<file path="src/sscl_pkg.sv">
// package: field layout, latch selects and ranges for the serial config latches
package sscl_pkg;
  localparam int WORD_W      = 32;
  localparam int SEL_W       = 3;
  localparam int SEL_MSB     = 2;
  localparam int SEL_LSB     = 0;
  localparam logic [2:0] SEL_MAIN = 3'h0;
  localparam logic [2:0] SEL_FINE = 3'h1;
  localparam logic [2:0] SEL_REF  = 3'h2;
  localparam int NUM_LATCH   = 8;
  // main divider word
  localparam int RAMP_BIT    = 31;
  localparam int OBS_MSB     = 30;
  localparam int OBS_LSB     = 27;
  localparam int INT_MSB     = 26;
  localparam int INT_LSB     = 15;
  localparam int FHI_MSB     = 14;
  localparam int FHI_LSB     = 3;
  // fine lsb / phase word
  localparam int PADJ_BIT    = 28;
  localparam int FLO_MSB     = 27;
  localparam int FLO_LSB     = 15;
  localparam int PH_MSB      = 14;
  localparam int PH_LSB      = 3;
  // reference / pump word
  localparam int SLIP_BIT    = 28;
  localparam int PUMP_MSB    = 27;
  localparam int PUMP_LSB    = 24;
  localparam int PRE_BIT     = 22;
  localparam int HALF_BIT    = 21;
  localparam int DBL_BIT     = 20;
  localparam int RC_MSB      = 19;
  localparam int RC_LSB      = 15;
  localparam int CK1_MSB     = 14;
  localparam int CK1_LSB     = 3;
  // ranges
  localparam logic [11:0] INT_MIN = 12'h017;
  localparam logic [11:0] INT_MAX = 12'hfff;
  localparam logic [4:0]  RC_ZERO = 5'h00;
  localparam logic [5:0]  RC_FULL = 6'h20;

  typedef struct packed {
    logic        ramp_on;
    logic [3:0]  observe_select;
    logic [11:0] int_value;
    logic [24:0] fine_numerator;
    logic        phase_adjust_en;
    logic [11:0] phase_value;
  } sscl_main_t;

  typedef struct packed {
    logic        cycle_slip_reduction;
    logic [3:0]  pump_current_code;
    logic        prescaler_sel;
    logic        ref_halver;
    logic        ref_doubler;
    logic [5:0]  ref_divide;
    logic [11:0] ramp_clk1_div;
  } sscl_ref_t;
endpackage

</file>
<file path="src/sscl_latches.sv">
// serial shift register, eight config latches and staged commit on main word write
`timescale 1ns/10ps
`default_nettype none
module sscl_latches
  import sscl_pkg::*;
(
  input  wire logic               i_sys_clk,
  input  wire logic               i_reset,
  input  wire logic               i_serial_clk,
  input  wire logic               i_serial_data,
  input  wire logic               i_load_latch_strobe,
  output var  logic [WORD_W-1:0]  o_latch_word [NUM_LATCH],
  output var  sscl_main_t         o_main,
  output var  sscl_ref_t          o_ref,
  output var  logic               o_int_valid,
  output var  logic               o_load_pulse
);

  // edge detect history, shift register and load pulse
  logic              sclk_d_r;
  logic              sclk_d_nxt;
  logic              strobe_d_r;
  logic              strobe_d_nxt;
  logic [WORD_W-1:0] shift_r;
  logic [WORD_W-1:0] shift_nxt;
  logic              load_r;
  logic              load_nxt;
  logic [WORD_W-1:0] latch_r [NUM_LATCH];

  // staged parts of latches one and two
  logic [12:0]       staged_flo_r;
  logic [12:0]       staged_flo_nxt;
  logic              staged_padj_r;
  logic              staged_padj_nxt;
  logic [11:0]       staged_ph_r;
  logic [11:0]       staged_ph_nxt;
  sscl_ref_t         staged_ref_r;
  sscl_ref_t         staged_ref_nxt;

  // active settings
  sscl_main_t        main_r;
  sscl_main_t        main_nxt;
  sscl_ref_t         ref_r;
  sscl_ref_t         ref_nxt;
  logic              int_valid_r;
  logic              int_valid_nxt;

  // strobe and latch select decode
  logic              sclk_rise;
  logic              strobe_rise;
  logic [SEL_W-1:0]  sel;
  logic              wr_main;
  logic              wr_fine;
  logic              wr_ref;

  // field slices of the shift register
  logic              ramp_field;
  logic [3:0]        obs_field;
  logic [11:0]       int_field;
  logic [11:0]       fhi_field;
  logic              int_ok;
  logic [12:0]       flo_field;
  logic              padj_field;
  logic [11:0]       ph_field;
  logic              slip_field;
  logic [3:0]        pump_field;
  logic              pre_field;
  logic              half_field;
  logic              dbl_field;
  logic [4:0]        rc_field;
  logic [5:0]        rc_ratio;
  logic [11:0]       ck1_field;
  sscl_ref_t         ref_dec;
  sscl_main_t        main_dec;

  assign sclk_rise   = i_serial_clk & ~sclk_d_r;
  assign strobe_rise = i_load_latch_strobe & ~strobe_d_r;
  assign sel         = shift_r[SEL_MSB:SEL_LSB];
  assign wr_main     = strobe_rise && (sel == SEL_MAIN);
  assign wr_fine     = strobe_rise && (sel == SEL_FINE);
  assign wr_ref      = strobe_rise && (sel == SEL_REF);

  // main divider word
  assign ramp_field = shift_r[RAMP_BIT];
  assign obs_field  = shift_r[OBS_MSB:OBS_LSB];
  assign int_field  = shift_r[INT_MSB:INT_LSB];
  assign fhi_field  = shift_r[FHI_MSB:FHI_LSB];
  assign int_ok     = (int_field >= INT_MIN) && (int_field <= INT_MAX);

  // fine lsb / phase word
  assign padj_field = shift_r[PADJ_BIT];
  assign flo_field  = shift_r[FLO_MSB:FLO_LSB];
  assign ph_field   = shift_r[PH_MSB:PH_LSB];

  // reference / pump word
  assign slip_field = shift_r[SLIP_BIT];
  assign pump_field = shift_r[PUMP_MSB:PUMP_LSB];
  assign pre_field  = shift_r[PRE_BIT];
  assign half_field = shift_r[HALF_BIT];
  assign dbl_field  = shift_r[DBL_BIT];
  assign rc_field   = shift_r[RC_MSB:RC_LSB];
  assign ck1_field  = shift_r[CK1_MSB:CK1_LSB];
  // five-bit count zero means 32
  assign rc_ratio   = (rc_field == RC_ZERO) ? RC_FULL : {1'h0, rc_field};

  assign ref_dec.cycle_slip_reduction = slip_field;
  assign ref_dec.pump_current_code    = pump_field;
  assign ref_dec.prescaler_sel        = pre_field;
  assign ref_dec.ref_halver           = half_field;
  assign ref_dec.ref_doubler          = dbl_field;
  assign ref_dec.ref_divide           = rc_ratio;
  assign ref_dec.ramp_clk1_div        = ck1_field;

  // latch zero commit merges new word with staged parts
  assign main_dec.ramp_on         = ramp_field;
  assign main_dec.observe_select  = obs_field;
  // an out of range integer keeps the active one
  assign main_dec.int_value       = int_ok ? int_field : main_r.int_value;
  assign main_dec.fine_numerator  = {fhi_field, staged_flo_r};
  assign main_dec.phase_adjust_en = staged_padj_r;
  assign main_dec.phase_value     = staged_ph_r;

  // next values
  assign sclk_d_nxt      = i_serial_clk;
  assign strobe_d_nxt    = i_load_latch_strobe;
  assign load_nxt        = strobe_rise;
  assign shift_nxt       = sclk_rise ? {shift_r[WORD_W-2:0], i_serial_data} : shift_r;
  assign staged_flo_nxt  = wr_fine ? flo_field : staged_flo_r;
  assign staged_padj_nxt = wr_fine ? padj_field : staged_padj_r;
  assign staged_ph_nxt   = wr_fine ? ph_field : staged_ph_r;
  assign staged_ref_nxt  = wr_ref ? ref_dec : staged_ref_r;
  assign main_nxt        = wr_main ? main_dec : main_r;
  assign ref_nxt         = wr_main ? staged_ref_r : ref_r;
  assign int_valid_nxt   = wr_main ? int_ok : int_valid_r;

  always_ff @(posedge i_sys_clk)
  begin
    if (i_reset)
    begin
      sclk_d_r <= '0;
    end
    else
    begin
      sclk_d_r <= sclk_d_nxt;
    end
  end

  always_ff @(posedge i_sys_clk)
  begin
    if (i_reset)
    begin
      strobe_d_r <= '0;
    end
    else
    begin
      strobe_d_r <= strobe_d_nxt;
    end
  end

  always_ff @(posedge i_sys_clk)
  begin
    if (i_reset)
    begin
      shift_r <= '0;
    end
    else
    begin
      shift_r <= shift_nxt;
    end
  end

  always_ff @(posedge i_sys_clk)
  begin
    if (i_reset)
    begin
      load_r <= '0;
    end
    else
    begin
      load_r <= load_nxt;
    end
  end

  always_ff @(posedge i_sys_clk)
  begin
    if (i_reset)
    begin
      staged_flo_r <= '0;
    end
    else
    begin
      staged_flo_r <= staged_flo_nxt;
    end
  end

  always_ff @(posedge i_sys_clk)
  begin
    if (i_reset)
    begin
      staged_padj_r <= '0;
    end
    else
    begin
      staged_padj_r <= staged_padj_nxt;
    end
  end

  always_ff @(posedge i_sys_clk)
  begin
    if (i_reset)
    begin
      staged_ph_r <= '0;
    end
    else
    begin
      staged_ph_r <= staged_ph_nxt;
    end
  end

  always_ff @(posedge i_sys_clk)
  begin
    if (i_reset)
    begin
      staged_ref_r <= '0;
    end
    else
    begin
      staged_ref_r <= staged_ref_nxt;
    end
  end

  always_ff @(posedge i_sys_clk)
  begin
    if (i_reset)
    begin
      main_r <= '0;
    end
    else
    begin
      main_r <= main_nxt;
    end
  end

  always_ff @(posedge i_sys_clk)
  begin
    if (i_reset)
    begin
      ref_r <= '0;
    end
    else
    begin
      ref_r <= ref_nxt;
    end
  end

  always_ff @(posedge i_sys_clk)
  begin
    if (i_reset)
    begin
      int_valid_r <= '0;
    end
    else
    begin
      int_valid_r <= int_valid_nxt;
    end
  end

  // one latch per select value
  genvar g;
  generate
    for (g = 0; g < NUM_LATCH; g++)
    begin : g_latch
      wire hit = strobe_rise && (sel == SEL_W'(g));
      always_ff @(posedge i_sys_clk)
      begin
        if (i_reset)
        begin
          latch_r[g] <= '0;
        end
        else if (hit)
        begin
          latch_r[g] <= shift_r;
        end
      end
      assign o_latch_word[g] = latch_r[g];
    end
  endgenerate

  assign o_main       = main_r;
  assign o_ref        = ref_r;
  assign o_int_valid  = int_valid_r;
  assign o_load_pulse = load_r;

endmodule
`default_nettype wire

</file>
<file path="config.mk">
export PLATFORM = sky130hd
export DESIGN_NAME = sscl_latches
export DESIGN_NICKNAME = d
export VERILOG_FILES = /design/src/sscl_pkg.sv /design/src/sscl_latches.sv
export SDC_FILE = /design/constraint.sdc
export NUM_CORES = 1
export LEC_CHECK = 0
export BUFFER_PORTS_ARGS = -buffer_cell sky130_fd_sc_hd__buf_2
export CAP_MARGIN = 10
export CORE_ASPECT_RATIO = 1.1
export CORE_MARGIN = 1
export CORE_UTILIZATION = 45
export DETAILED_ROUTE_END_ITERATION = 16
export PLACE_DENSITY_LB_ADDON = 0.08
export SKIP_CTS_REPAIR_TIMING = 1
export SYNTH_ARGS = -nofsm -noshare
export SYNTH_HDL_FRONTEND = slang
export SYNTH_SLANG_ARGS = --single-unit
</file>
<file path="constraint.sdc">
create_clock -name i_sys_clk -period 10.55 [get_ports i_sys_clk]
set_input_delay 1.055 -clock i_sys_clk [delete_from_list [all_inputs] [get_ports i_sys_clk]]
set_output_delay 1.055 -clock i_sys_clk [all_outputs]
set_load 0.02 [all_outputs]
</file>
==> qor_table.md, run 1 <==
| Item | Value | Unit |
| --- | --- | --- |
| Highest cell delay on the worst timing path | 0.94 | ns |
| Worst reg2reg endpoint | o_main[45] | - |
| Total global routing overflow | 0 | - |
| Largest fanout of any net on the critical path | 92 | - |
| Stages on the worst setup path | 3 | - |
| Largest net degree at the start of global routing | 93 | - |
| Placement-stage worst setup slack | 6.57 | ns |
| Total number of yosys warnings | 0 | - |
| Critical Path Start Type | input port | - |
| FF+latch count, synth | 425 | - |
| # Max-Cap Violations | 0 | - |
| Setup skew after layout | 0.0117 | ns |
| # placed instances | 1840 | - |
| Core outline area | 32400 | sq um |
| Family with the most delay on the worst path | buffers and inverters | - |
| Final Max Tran Viols | 0 | - |
| Clock Tree Root | clkbuf_16 | - |
| Number of global-route vias before repair | 9246 | - |
| Hold endpoint | o_ref[20] | - |
| Number of different library cells in the post-synthesis netlist | 34 | - |
| Gp weighted congestion | 0.746 | - |
| TritonCTS clock tree | yes | - |
| Tightest slew margin relative to the limit | 21.4 | % |
| Post-Synth XOR/XNOR Area | 0 | % |
| Sum of negative setup slack | 0 | ns |
| Overall global routing resource usage | 22.7 | % |
| Final-layout fill cell count | 2772 | - |
| Reg2Reg Depth | 5 | - |
| Reg-to-Reg Start | shift_r[2] | - |
| Path category of the worst min-delay check | reg2reg | - |
| Source of the worst hold timing path | staged_ref_r[20] | - |
| Leak Pwr | 8.19 | nW |
| Critical-path cell list | buf_4, clkinv_1, o21ai_4 | - |
| Worst-margin pin slew | 1.18 | ns |
| Final setup margin | 7.13 | ns |
| Detail-routed via count per cell | 4.96 | - |
| Peak supply drop | 135 | uV |
| Number of hold violations in the final report | 0 | - |
| Highest Clock Rate | 0.292 | GHz |
| Maximum level of the CTS H-tree | 2 | - |
| Cell taking the most area after synthesis | edfxtp_1 | - |
| CP Class | in2reg | - |
| Setup slack of the worst register-to-register path | 7.94 | ns |
| Arrival time of the worst setup path | 3.57 | ns |
| Worst setup path startpoint | i_reset | - |
| Biggest area contributors in the synthesized netlist | edfxtp_1 52%, dfxtp_1 23%, and2_1 9.8% | - |
| Net count reported at finish | 1465 | - |
| PwrDens | 190 | nW/um^2 |
| Die Span Y | 192 | um |
| Number of buffers created by CTS | 43 | - |
| Post-synth design cell area | 14800 | sq um |
| Total length of routed wires | 38700 | um |
| Main combinational cell family by area after synthesis | simple AND/OR/NAND/NOR gates | - |
| Number of cells on the worst hold path | 2 | - |
| Initial antenna violation count | 1 | - |
| Detail Route Antenna Nets | 0 | - |
| Critical path endpoint category | flop | - |
| Clock-pin slew of the registers on the worst-case setup and hold paths | 0.06 | ns |
| Row cnt | 69 | - |
| Horiz. Die Dim | 175 | um |
| DRT iter0 DRCs | 638 | - |
| Final number of setup-violating endpoints | 0 | - |
| Number of cells in the finished layout apart from fillers | 1921 | - |
| Count of vias placed by the detailed router | 9524 | - |
| Worst EP required | 10.70 | ns |
| Share of Yosys cell area claimed by the top area cell type | 51.8 | % |
| Highest-delay cell along the critical path | clkinv_1 | - |
| Sinks on the clock net | 425 | - |
| Syn Area/Cell | 13.2 | sq um |
| Overall die area | 33700 | sq um |
| Portion of the clock cycle consumed by the worst path in the final layout | 32.4 | % |
| Wire length of the first global-routing pass | 57100 | um |
| Routed len/inst | 20.1 | um |
| # port buffers | 343 | - |
| Post-synthesis mux area share | 0 | % |
| Number of I/O pins | 344 | - |
| Maximum buffer depth of the clock tree | 3 | - |
| Total area of multi-input combinational cells | 3590 | sq um |
| Run status | completed | - |
| Initial Util | 45.8 | % |
| Area grow syn2layout | 24.4 | % |
| Critical path buffers and inverters | 2 | - |
| Detail Placement HPWL | 24900 | um |
| Share of synthesized cell area in and, or, nand and nor gates | 15.9 | % |
| Seq. cell area | 11100 | sq um |
| Residual DRC count | 0 | - |
| Compound-Gate Fraction of Synth Area | 7.35 | % |
| Share of cells above drive strength 1 | 30.1 | % |
| Shortest period the worst path allows | 3.42 | ns |
| First drt pass iteration count | 5 | - |
| Count of mapped cells out of synthesis | 1123 | - |
| Sequential element share of the synthesized area | 74.6 | % |
| Unrepaired setup endpoints after global routing | no | - |
| Synthesized-area fraction occupied by adder cells | 0 | % |
| Clock latency on the worst-skew pair | 0.53 | ns |
==> state kept, by name, summed over array words and instances (netlist names) <==
| signal | cells |
|---|---|
| staged_flo_r | 13 |
| staged_ref_r | 26 |
| o_ref | 26 |
| staged_padj_r | 1 |
| shift_r | 32 |
| strobe_d_r | 1 |
| sclk_d_r | 1 |
| staged_ph_r | 12 |
| o_main | 55 |
| o_int_valid | 1 |
| latch_r | 256 |
| o_load_pulse | 1 |
==> through the flow <==
| stage | util, % | cell area (sq um) | power (mW) | hold WS, ns |
|---|---|---|---|---|
| final | 57.0 | 18500 | 3.50 | 0.444 |
| after global routing | 57.0 | 18500 | 3.60 | 0.464 |
| after CTS | 57.0 | 18400 | 3.53 | 0.443 |
| after detailed placement | 52.5 | 17000 | 2.02 | 0.435 |
| after global placement | 52.5 | 17000 | 2.02 | 0.431 |
| after floorplan | - | 14900 | 1.95 | 0.426 |
==> layout make-up <==
cell class                 count  area share (%)
antenna                        1          0.0136
clock buffer                  66            7.12
clock inverter                13           0.610
multi-input combinational    630            19.5
inverter                       6           0.122
tap                          426            2.89
timing repair buffer         354            9.80
sequential                   425            60.0
==> cell usage after synthesis <==
| cell type | instances |
|---|---|
| dfxtp_1 | 169 |
| or4b_4 | 1 |
| a31oi_1 | 2 |
| a31o_2 | 6 |
| nand2b_4 | 1 |
| nor2_1 | 12 |
| buf_1 | 4 |
| nor3_4 | 1 |
| nand2b_1 | 4 |
| nand4_1 | 1 |
| and4_1 | 1 |
| nor4_1 | 1 |
| clkinv_1 | 1 |
| a21oi_1 | 84 |
| a21o_1 | 68 |
| buf_2 | 19 |
| clkbuf_1 | 50 |
| edfxtp_1 | 256 |
| inv_1 | 5 |
| nor3b_2 | 2 |
| nand3_1 | 1 |
| nand3b_1 | 1 |
| conb_1 | 1 |
| o31ai_1 | 1 |
| nand2_1 | 179 |
| nor2b_1 | 3 |
| a21bo_2 | 1 |
| a2bb2oi_1 | 6 |
| nor3_1 | 3 |
| o21ai_0 | 3 |
| a32o_1 | 1 |
| and2_1 | 233 |
| nor2_4 | 1 |
| nor2_2 | 1 |
==> power by group <==
group          internal, mW  leakage, nW  switching [mW]  total (mW)
registers              1.80         4.00          0.0162        1.81
clock network         0.906        0.712           0.612        1.52
logic                0.0348         3.48           0.131       0.166
==> cell families (layout without fill, tap and decap cells) <==
group	after synthesis	in the layout
compound gates	172	172
buf+inv	79	439
flops	425	425
other cells	1	13
simple gates	446	446
==> cells in the final DEF, fill, tap and decap left out, drive strengths merged <==
cell type  count
a31o           6
a31oi          2
nand3          1
edfxtp       256
clkbuf        66
o31ai          1
nor2b          3
a21o          68
clkinv        12
nand2b         5
a32o           1
a21bo          1
inv            5
bufinv         2
nor4           1
nor3           4
diode          1
conb          12
nand2        179
and2         233
and4           1
o21ai          3
or4b           1
nand4          1
nand3b         1
a2bb2oi        6
dfxtp        169
a21oi         84
buf          354
nor3b          2
nor2          14
==> layer usage <==
| layer | up-vias | track usage (%) | share of wire, % | routed length, um |
|---|---|---|---|---|
| li1 | 4500 | - | - | - |
| met1 | 4668 | 31.4 | 45 | 17300 |
| met2 | 304 | 36.2 | 47 | 18200 |
| met3 | 52 | 5.08 | 6.3 | 2420 |
| met4 | 0 | 6.09 | 2.1 | 823 |
| met5 | - | 0 | 0 | 0 |
==> worst min-delay path: cells and delay by family (launching register included) <==
family | cells | cell delay [ns]
flops | 1 | 0.31
compound gates | 1 | 0.05
simple gates | 1 | 0.05
==> worst max-delay path by stage <==
stage / endpoint / slack [ns]
global placement: latch_r[1][54] / 6.59
CTS: latch_r[1][33] / 7.12
detailed placement: latch_r[1][33] / 6.57
global route: latch_r[1][33] / 6.94
finish: latch_r[1][59] / 7.13
floorplan: latch_r[1][0] / 6.48
Power figures use the tool's default switching activity.
==> run 2: changes to the inputs <==
==> constraint.sdc (replaced) <==
create_clock -name i_sys_clk -period 3.58 [get_ports i_sys_clk]
set_input_delay 0.358 -clock i_sys_clk [delete_from_list [all_inputs] [get_ports i_sys_clk]]
set_output_delay 0.358 -clock i_sys_clk [all_outputs]
set_load 0.02 [all_outputs]
==> run 2 against run 1 <==
Compared with the run above:
- register-to-register slack worse by 6.9 ns
- sequential share of layout area up 0.22 points
- flip-flop and latch count unchanged
- cell area down 0.37%
- global-route usage down 0.24 points
==> qor_table.md, run 2 (synthesis gave the netlist of run 1 again) <==
| Item | Value | Unit |
| --- | --- | --- |
| Shortest period the worst path allows | 2.57 | ns |
| Row cnt | 69 | - |
| PwrDens | 548 | nW/um^2 |
| Highest Clock Rate | 0.389 | GHz |
| Critical path endpoint category | flop | - |
| Clock-pin slew of the registers on the worst-case setup and hold paths | 0.06 | ns |
| Leak Pwr | 8.15 | nW |
| Net count reported at finish | 1468 | - |
| Maximum level of the CTS H-tree | 2 | - |
| Clock Tree Root | clkbuf_16 | - |
| Area grow syn2layout | 23.9 | % |
| Horiz. Die Dim | 175 | um |
| Number of I/O pins | 344 | - |
| Sum of negative setup slack | 0 | ns |
| CP Class | reg2reg | - |
| Share of cells above drive strength 1 | 29.9 | % |
| Detail Route Antenna Nets | 0 | - |
| Routed len/inst | 19.9 | um |
| Core outline area | 32400 | sq um |
| Total length of routed wires | 38200 | um |
| Tightest slew margin relative to the limit | 22.2 | % |
| Number of buffers created by CTS | 42 | - |
| Maximum buffer depth of the clock tree | 3 | - |
| Number of cells on the worst hold path | 2 | - |
| Most flops, register | latch_r | - |
| # Max-Cap Violations | 0 | - |
| Overall global routing resource usage | 22.5 | % |
| # port buffers | 343 | - |
| Most common cell after layout, fill and taps aside | buf_2 | - |
| Critical Path Start Type | flop | - |
| Initial Util | 45.8 | % |
| Peak supply drop | 317 | uV |
| Unrepaired setup endpoints after global routing | no | - |
| Power consumption | 10.1 | mW |
| TritonCTS clock tree | yes | - |
| Number of hold violations in the final report | 0 | - |
| Final number of setup-violating endpoints | 0 | - |
| Wire length of the first global-routing pass | 56400 | um |
| Reg-to-Reg Start | shift_r[2] | - |
| Sinks on the clock net | 425 | - |
| Detail Placement HPWL | 24900 | um |
| Top library cells by usage in the layout, fill and taps aside | 342 x buf_2, 256 x edfxtp_1, 232 x and2_1 | - |
| Flip-flop count of the largest register after layout | 256 | - |
| Number of cells in the finished layout apart from fillers | 1923 | - |
| Residual DRC count | 0 | - |
| Arrival time of the worst setup path | 2.99 | ns |
| Source of the worst hold timing path | i_serial_clk | - |
| Hold endpoint | sclk_d_r | - |
| Overall die area | 33700 | sq um |
| Gp weighted congestion | 0.752 | - |
| First drt pass iteration count | 5 | - |
| Clock latency on the worst-skew pair | 0.53 | ns |
| Detail-routed via count per cell | 4.94 | - |
| Setup slack of the worst register-to-register path | 1.01 | ns |
| Count of vias placed by the detailed router | 9494 | - |
| Portion of the clock cycle consumed by the worst path in the final layout | 71.8 | % |
| Reg2Reg Depth | 5 | - |
| DRT iter0 DRCs | 528 | - |
| Worst EP required | 4.00 | ns |
| # placed instances | 1845 | - |
| Setup skew after layout | 0.0156 | ns |
| Worst reg2reg endpoint | o_main[43] | - |
| Run status | completed | - |
| Post-layout utilization of the core | 56.8 | % |
| Number of global-route vias before repair | 9074 | - |
| Path category of the worst min-delay check | in2reg | - |
| Worst-margin pin slew | 1.16 | ns |
| Total global routing overflow | 0 | - |
| Largest fanout of any net on the critical path | 53 | - |
| Die Span Y | 192 | um |
| Largest net degree at the start of global routing | 54 | - |
| Initial antenna violation count | 2 | - |
| Final Max Tran Viols | 0 | - |
==> run 2: changes by cell type in the layout (fill, tap and decap cells not counted), moves of 2 or more <==
cell        delta
clkbuf_1       +4
clkbuf_8       -4
clkinv_2       -3
clkinvlp_4     +2
bufinv_16      -2
buf_4          +5
==> run 2: routing by layer <==
layer / track usage (%) / vias up / wire, um
met5: 0 / - / 0
met4: 6.09 / 0 / 765
met3: 5.02 / 45 / 2440
met2: 36.3 / 299 / 17900
met1: 30.6 / 4641 / 17100
li1: - / 4509 / -
==> run 2: power by group <==
part	switching (mW)	internal [mW]	total, mW	leakage (nW)
sequential	0.0435	5.30	5.34	4.00
clock	1.79	2.45	4.24	0.653
combinational	0.387	0.104	0.491	3.50
total	2.22	7.85	10.1	8.15
==> run 2: per-stage QoR <==
stage	hold slack, ns	setup slack, ns	cell area [sq um]
global placement	0.431	0.985	17000
detailed placement	0.433	0.922	17000
global route	0.0879	0.819	18400
CTS	0.0494	1.00	18400
finish	0.0678	1.01	18400
floorplan	0.426	0.108	14900
==> run 2: area by class of cell <==
type / count / area [sq um]
Antenna cell: 1 / 2.50
Clock buffer: 66 / 1270
Clock inverter: 11 / 61.3
Fill cell: 2770 / 14000
Inverter: 6 / 22.5
Multi-Input combinational cell: 630 / 3590
Sequential cell: 425 / 11100
Tap cell: 426 / 533
Timing Repair Buffer: 358 / 1830
==> run 2: worst max-delay path by stage <==
stage	endpoint	depth (start not counted)	slack [ns]	start
2_1_floorplan	latch_r[1][64]	3	0.11	shift_r[0]
3_3_place_gp	o_main[47]	6	0.99	i_load_latch_strobe
3_5_place_dp	o_main[43]	6	0.92	i_load_latch_strobe
4_1_cts	o_main[43]	5	1.00	shift_r[2]
5_1_grt	o_main[43]	5	0.82	shift_r[2]
6_report	o_main[43]	5	1.01	shift_r[2]
==> run 2: worst max-delay path, stage by stage (launching register included) <==
cell and delay, ns:
dfxtp_1 0.36, nor3b_2 0.52, and2_2 0.26, buf_4 0.52, nand2b_1 0.43, a31o_2 0.36
==> run 3: changes to the inputs <==
--- a/config.mk
+++ b/config.mk
@@ -5,6 +5,7 @@
 export SDC_FILE = /design/constraint.sdc
 export NUM_CORES = 1
 export LEC_CHECK = 0
+export ABC_AREA = 1
 export BUFFER_PORTS_ARGS = -buffer_cell sky130_fd_sc_hd__buf_2
 export CAP_MARGIN = 10
 export CORE_ASPECT_RATIO = 1.1
==> constraint.sdc (replaced) <==
create_clock -name i_sys_clk -period 2.4 [get_ports i_sys_clk]
set_input_delay 0.24 -clock i_sys_clk [delete_from_list [all_inputs] [get_ports i_sys_clk]]
set_output_delay 0.24 -clock i_sys_clk [all_outputs]
set_load 0.02 [all_outputs]
==> run 3 against run 2 <==
Compared with the run above:
- via count is 5.0% higher
- flip-flop and latch count stayed put
- largest cell class unchanged
- first-iteration DRC count is 32% higher
- critical path type unchanged
- sequential share of layout area is 0.90 points higher
- die area is 1.8% lower
- clock skew is 0.0031 ns lower
- cell count is 4.0% higher
==> qor_table.md, run 3 <==
| Item | Value | Unit |
| --- | --- | --- |
| Critical-path cell list | nor2_2, nand3_4, buf_4, inv_2, nand3_1, nand2_1, nor2_1 | - |
| Sequential element share of the synthesized area | 76.0 | % |
| Horiz. Die Dim | 174 | um |
| Number of global-route vias before repair | 9218 | - |
| Row cnt | 68 | - |
| Critical path endpoint category | flop | - |
| # port buffers | 343 | - |
| Area grow syn2layout | 24.4 | % |
| Total global routing overflow | 0 | - |
| PwrDens | 853 | nW/um^2 |
| Inserted Diodes | 0 | - |
| Share of cells above drive strength 1 | 28.0 | % |
| Clock latency on the worst-skew pair | 0.53 | ns |
| Setup skew after layout | 0.0125 | ns |
| Peak supply drop | 448 | uV |
| Highest Clock Rate | 0.537 | GHz |
| Wire length of the first global-routing pass | 58200 | um |
| Most common cell after layout, fill and taps aside | buf_2 | - |
| Unrepaired setup endpoints after global routing | no | - |
| Initial Util | 46.0 | % |
| Total length of routed wires | 39800 | um |
| Most instantiated cells after synthesis | 256 x edfxtp_1, 252 x nor2_1, 169 x dfxtp_1 | - |
| Maximum buffer depth of the clock tree | 3 | - |
| Worst-margin pin slew | 0.755 | ns |
| Residual DRC count | 0 | - |
| Shortest period the worst path allows | 1.86 | ns |
| Overall die area | 33100 | sq um |
| Number of cells in the finished layout apart from fillers | 1999 | - |
| Tightest slew margin relative to the limit | 49.6 | % |
| Total number of yosys warnings | 0 | - |
| Maximum level of the CTS H-tree | 2 | - |
| Number of different library cells in the post-synthesis netlist | 21 | - |
| Clock-pin slew of the registers on the worst-case setup and hold paths | 0.06 | ns |
| Highest-delay cell along the critical path | buf_4 | - |
| Routed len/inst | 19.9 | um |
| FF+latch count, synth | 425 | - |
| Top library cells by usage in the layout, fill and taps aside | 343 x buf_2, 256 x edfxtp_1, 251 x nor2_1 | - |
| Number of I/O pins | 344 | - |
| First drt pass iteration count | 4 | - |
| Share of flip-flops with an asynchronous set or reset after synthesis | 0 | % |
| Sinks on the clock net | 425 | - |
| Net count reported at finish | 1554 | - |
| Final-layout fill cell count | 2746 | - |
| Core outline area | 31700 | sq um |
| Arrival time of the worst setup path | 2.33 | ns |
| Largest fanout of any net on the critical path | 52 | - |
| # Max-Cap Violations | 0 | - |
| Clock Tree Root | clkbuf_16 | - |
| Final non-filler cell area | 18100 | sq um |
| Flip-flop count of the largest register after layout | 256 | - |
| Path category of the worst min-delay check | reg2reg | - |
| Syn Area/Cell | 12.0 | sq um |
| Final number of setup-violating endpoints | 0 | - |
| CP Class | reg2reg | - |
| Count of vias placed by the detailed router | 9973 | - |
| Portion of the clock cycle consumed by the worst path in the final layout | 77.6 | % |
| Biggest area contributors in the synthesized netlist | edfxtp_1 53%, dfxtp_1 23%, nor2_1 6.5% | - |
| Die Span Y | 191 | um |
| Most repeated cell in the gate-level netlist after synthesis | edfxtp_1 | - |
| DRT iter0 DRCs | 697 | - |
| Leak Pwr | 7.54 | nW |
| # placed instances | 1920 | - |
| Gp weighted congestion | 0.772 | - |
| Cell taking the most area after synthesis | edfxtp_1 | - |
| Count of mapped cells out of synthesis | 1216 | - |
| Worst EP required | 2.86 | ns |
| Detail Route Antenna Nets | 0 | - |
| Run status | completed | - |
| Placed Instance Area | 16800 | sq um |
| Initial antenna violation count | 0 | - |
| Number of hold violations in the final report | 0 | - |
| Post-synth design cell area | 14600 | sq um |
| Highest cell delay on the worst timing path | 0.48 | ns |
| Main synth FF type | edfxtp_1 | - |
| Most flops, register | latch_r | - |
| Detail Placement HPWL | 25200 | um |
| Critical Path Start Type | flop | - |
| Largest net degree at the start of global routing | 110 | - |
| Share of Yosys cell area claimed by the top area cell type | 52.8 | % |
| Number of flops mapped to enable cells by yosys | 256 | - |
| Number of buffers created by CTS | 42 | - |
| TritonCTS clock tree | yes | - |
| Overall global routing resource usage | 23.5 | % |
| Final Max Tran Viols | 0 | - |
| Detail-routed via count per cell | 4.99 | - |
-- run 3: cell count changes in the layout (fill, tap and decap cells not counted), sizes merged, moves of 11 or more --
cell and delta:
and2 -233, o22ai +52, nor2 +241, a21oi -45, buf +11, nand2 -137, inv +101, o21ai +99
nand3 +89, a21o -68
-- run 3: layer usage --
metal	track usage (%)	wire length, um
met5	0	0
met1	32.1	17500
met4	6.33	731
met2	38.5	19200
met3	4.49	2360
-- run 3: final cells by class --
class | instances | area, sq um | area share [%]
clock buffer | 59 | 1180 | 6.51
clock inverter | 15 | 71.3 | 0.394
inverter | 111 | 420 | 2.32
multi-input combinational | 595 | 2750 | 15.2
sequential | 425 | 11100 | 61.1
tap | 420 | 526 | 2.90
timing repair buffer | 374 | 2100 | 11.6
-- run 3: stage by stage --
stage | hold slack [ns] | power (mW) | util, % | setup TNS (ns) | setup WS (ns)
6_report | 0.467 | 15.4 | 57.2 | 0 | 0.538
5_1_grt | 0.483 | 15.9 | 57.2 | 0 | 0.371
4_1_cts | -0.0638 | 15.6 | 57.1 | 0 | 0.547
3_5_place_dp | 0.459 | 9.55 | 53.1 | 0 | 0.562
3_3_place_gp | 0.453 | 9.54 | 53.1 | 0 | 0.585
2_1_floorplan | 0.312 | 9.02 | - | -9.44 | -0.0987
-- run 3: worst max-delay path: cells and delay by family, from the launching register on --
kind	cells	cell delay [ns]
flops	1	0.46
simple gates	5	0.54
buf+inv	2	0.76
-- run 3: kinds of logic (layout without fill, tap and decap cells) --
kind of cell / count (synthesis) / in the layout / share of synthesized area (%)
flip-flops: 425 / 425 / 76.0
AND/OR/NAND/NOR: 388 / 388 / 10.9
buffers and inverters: 207 / 559 / 5.86
AO/OA/AOI/OAI: 195 / 195 / 7.18
other: 1 / 12 / 0.0257
-- run 3: final timing paths --
| check | end | cells after the start | slack (ns) | from |
|---|---|---|---|---|
| max | o_main[42] | 7 | 0.54 | shift_r[0] |
| min | staged_flo_r[6] | 2 | 0.47 | staged_flo_r[6] |
| max reg2reg | o_main[42] | 7 | 0.54 | shift_r[0] |
| min reg2reg | staged_flo_r[6] | 2 | 0.47 | staged_flo_r[6] |
-- run 3: power breakdown --
| group | switching (mW) | total (mW) | internal, mW |
|---|---|---|---|
| clock network | 2.63 | 6.05 | 3.42 |
| registers | 0.103 | 8.11 | 8.01 |
| logic | 0.981 | 1.28 | 0.300 |
| total | 3.71 | 15.4 | 11.7 |
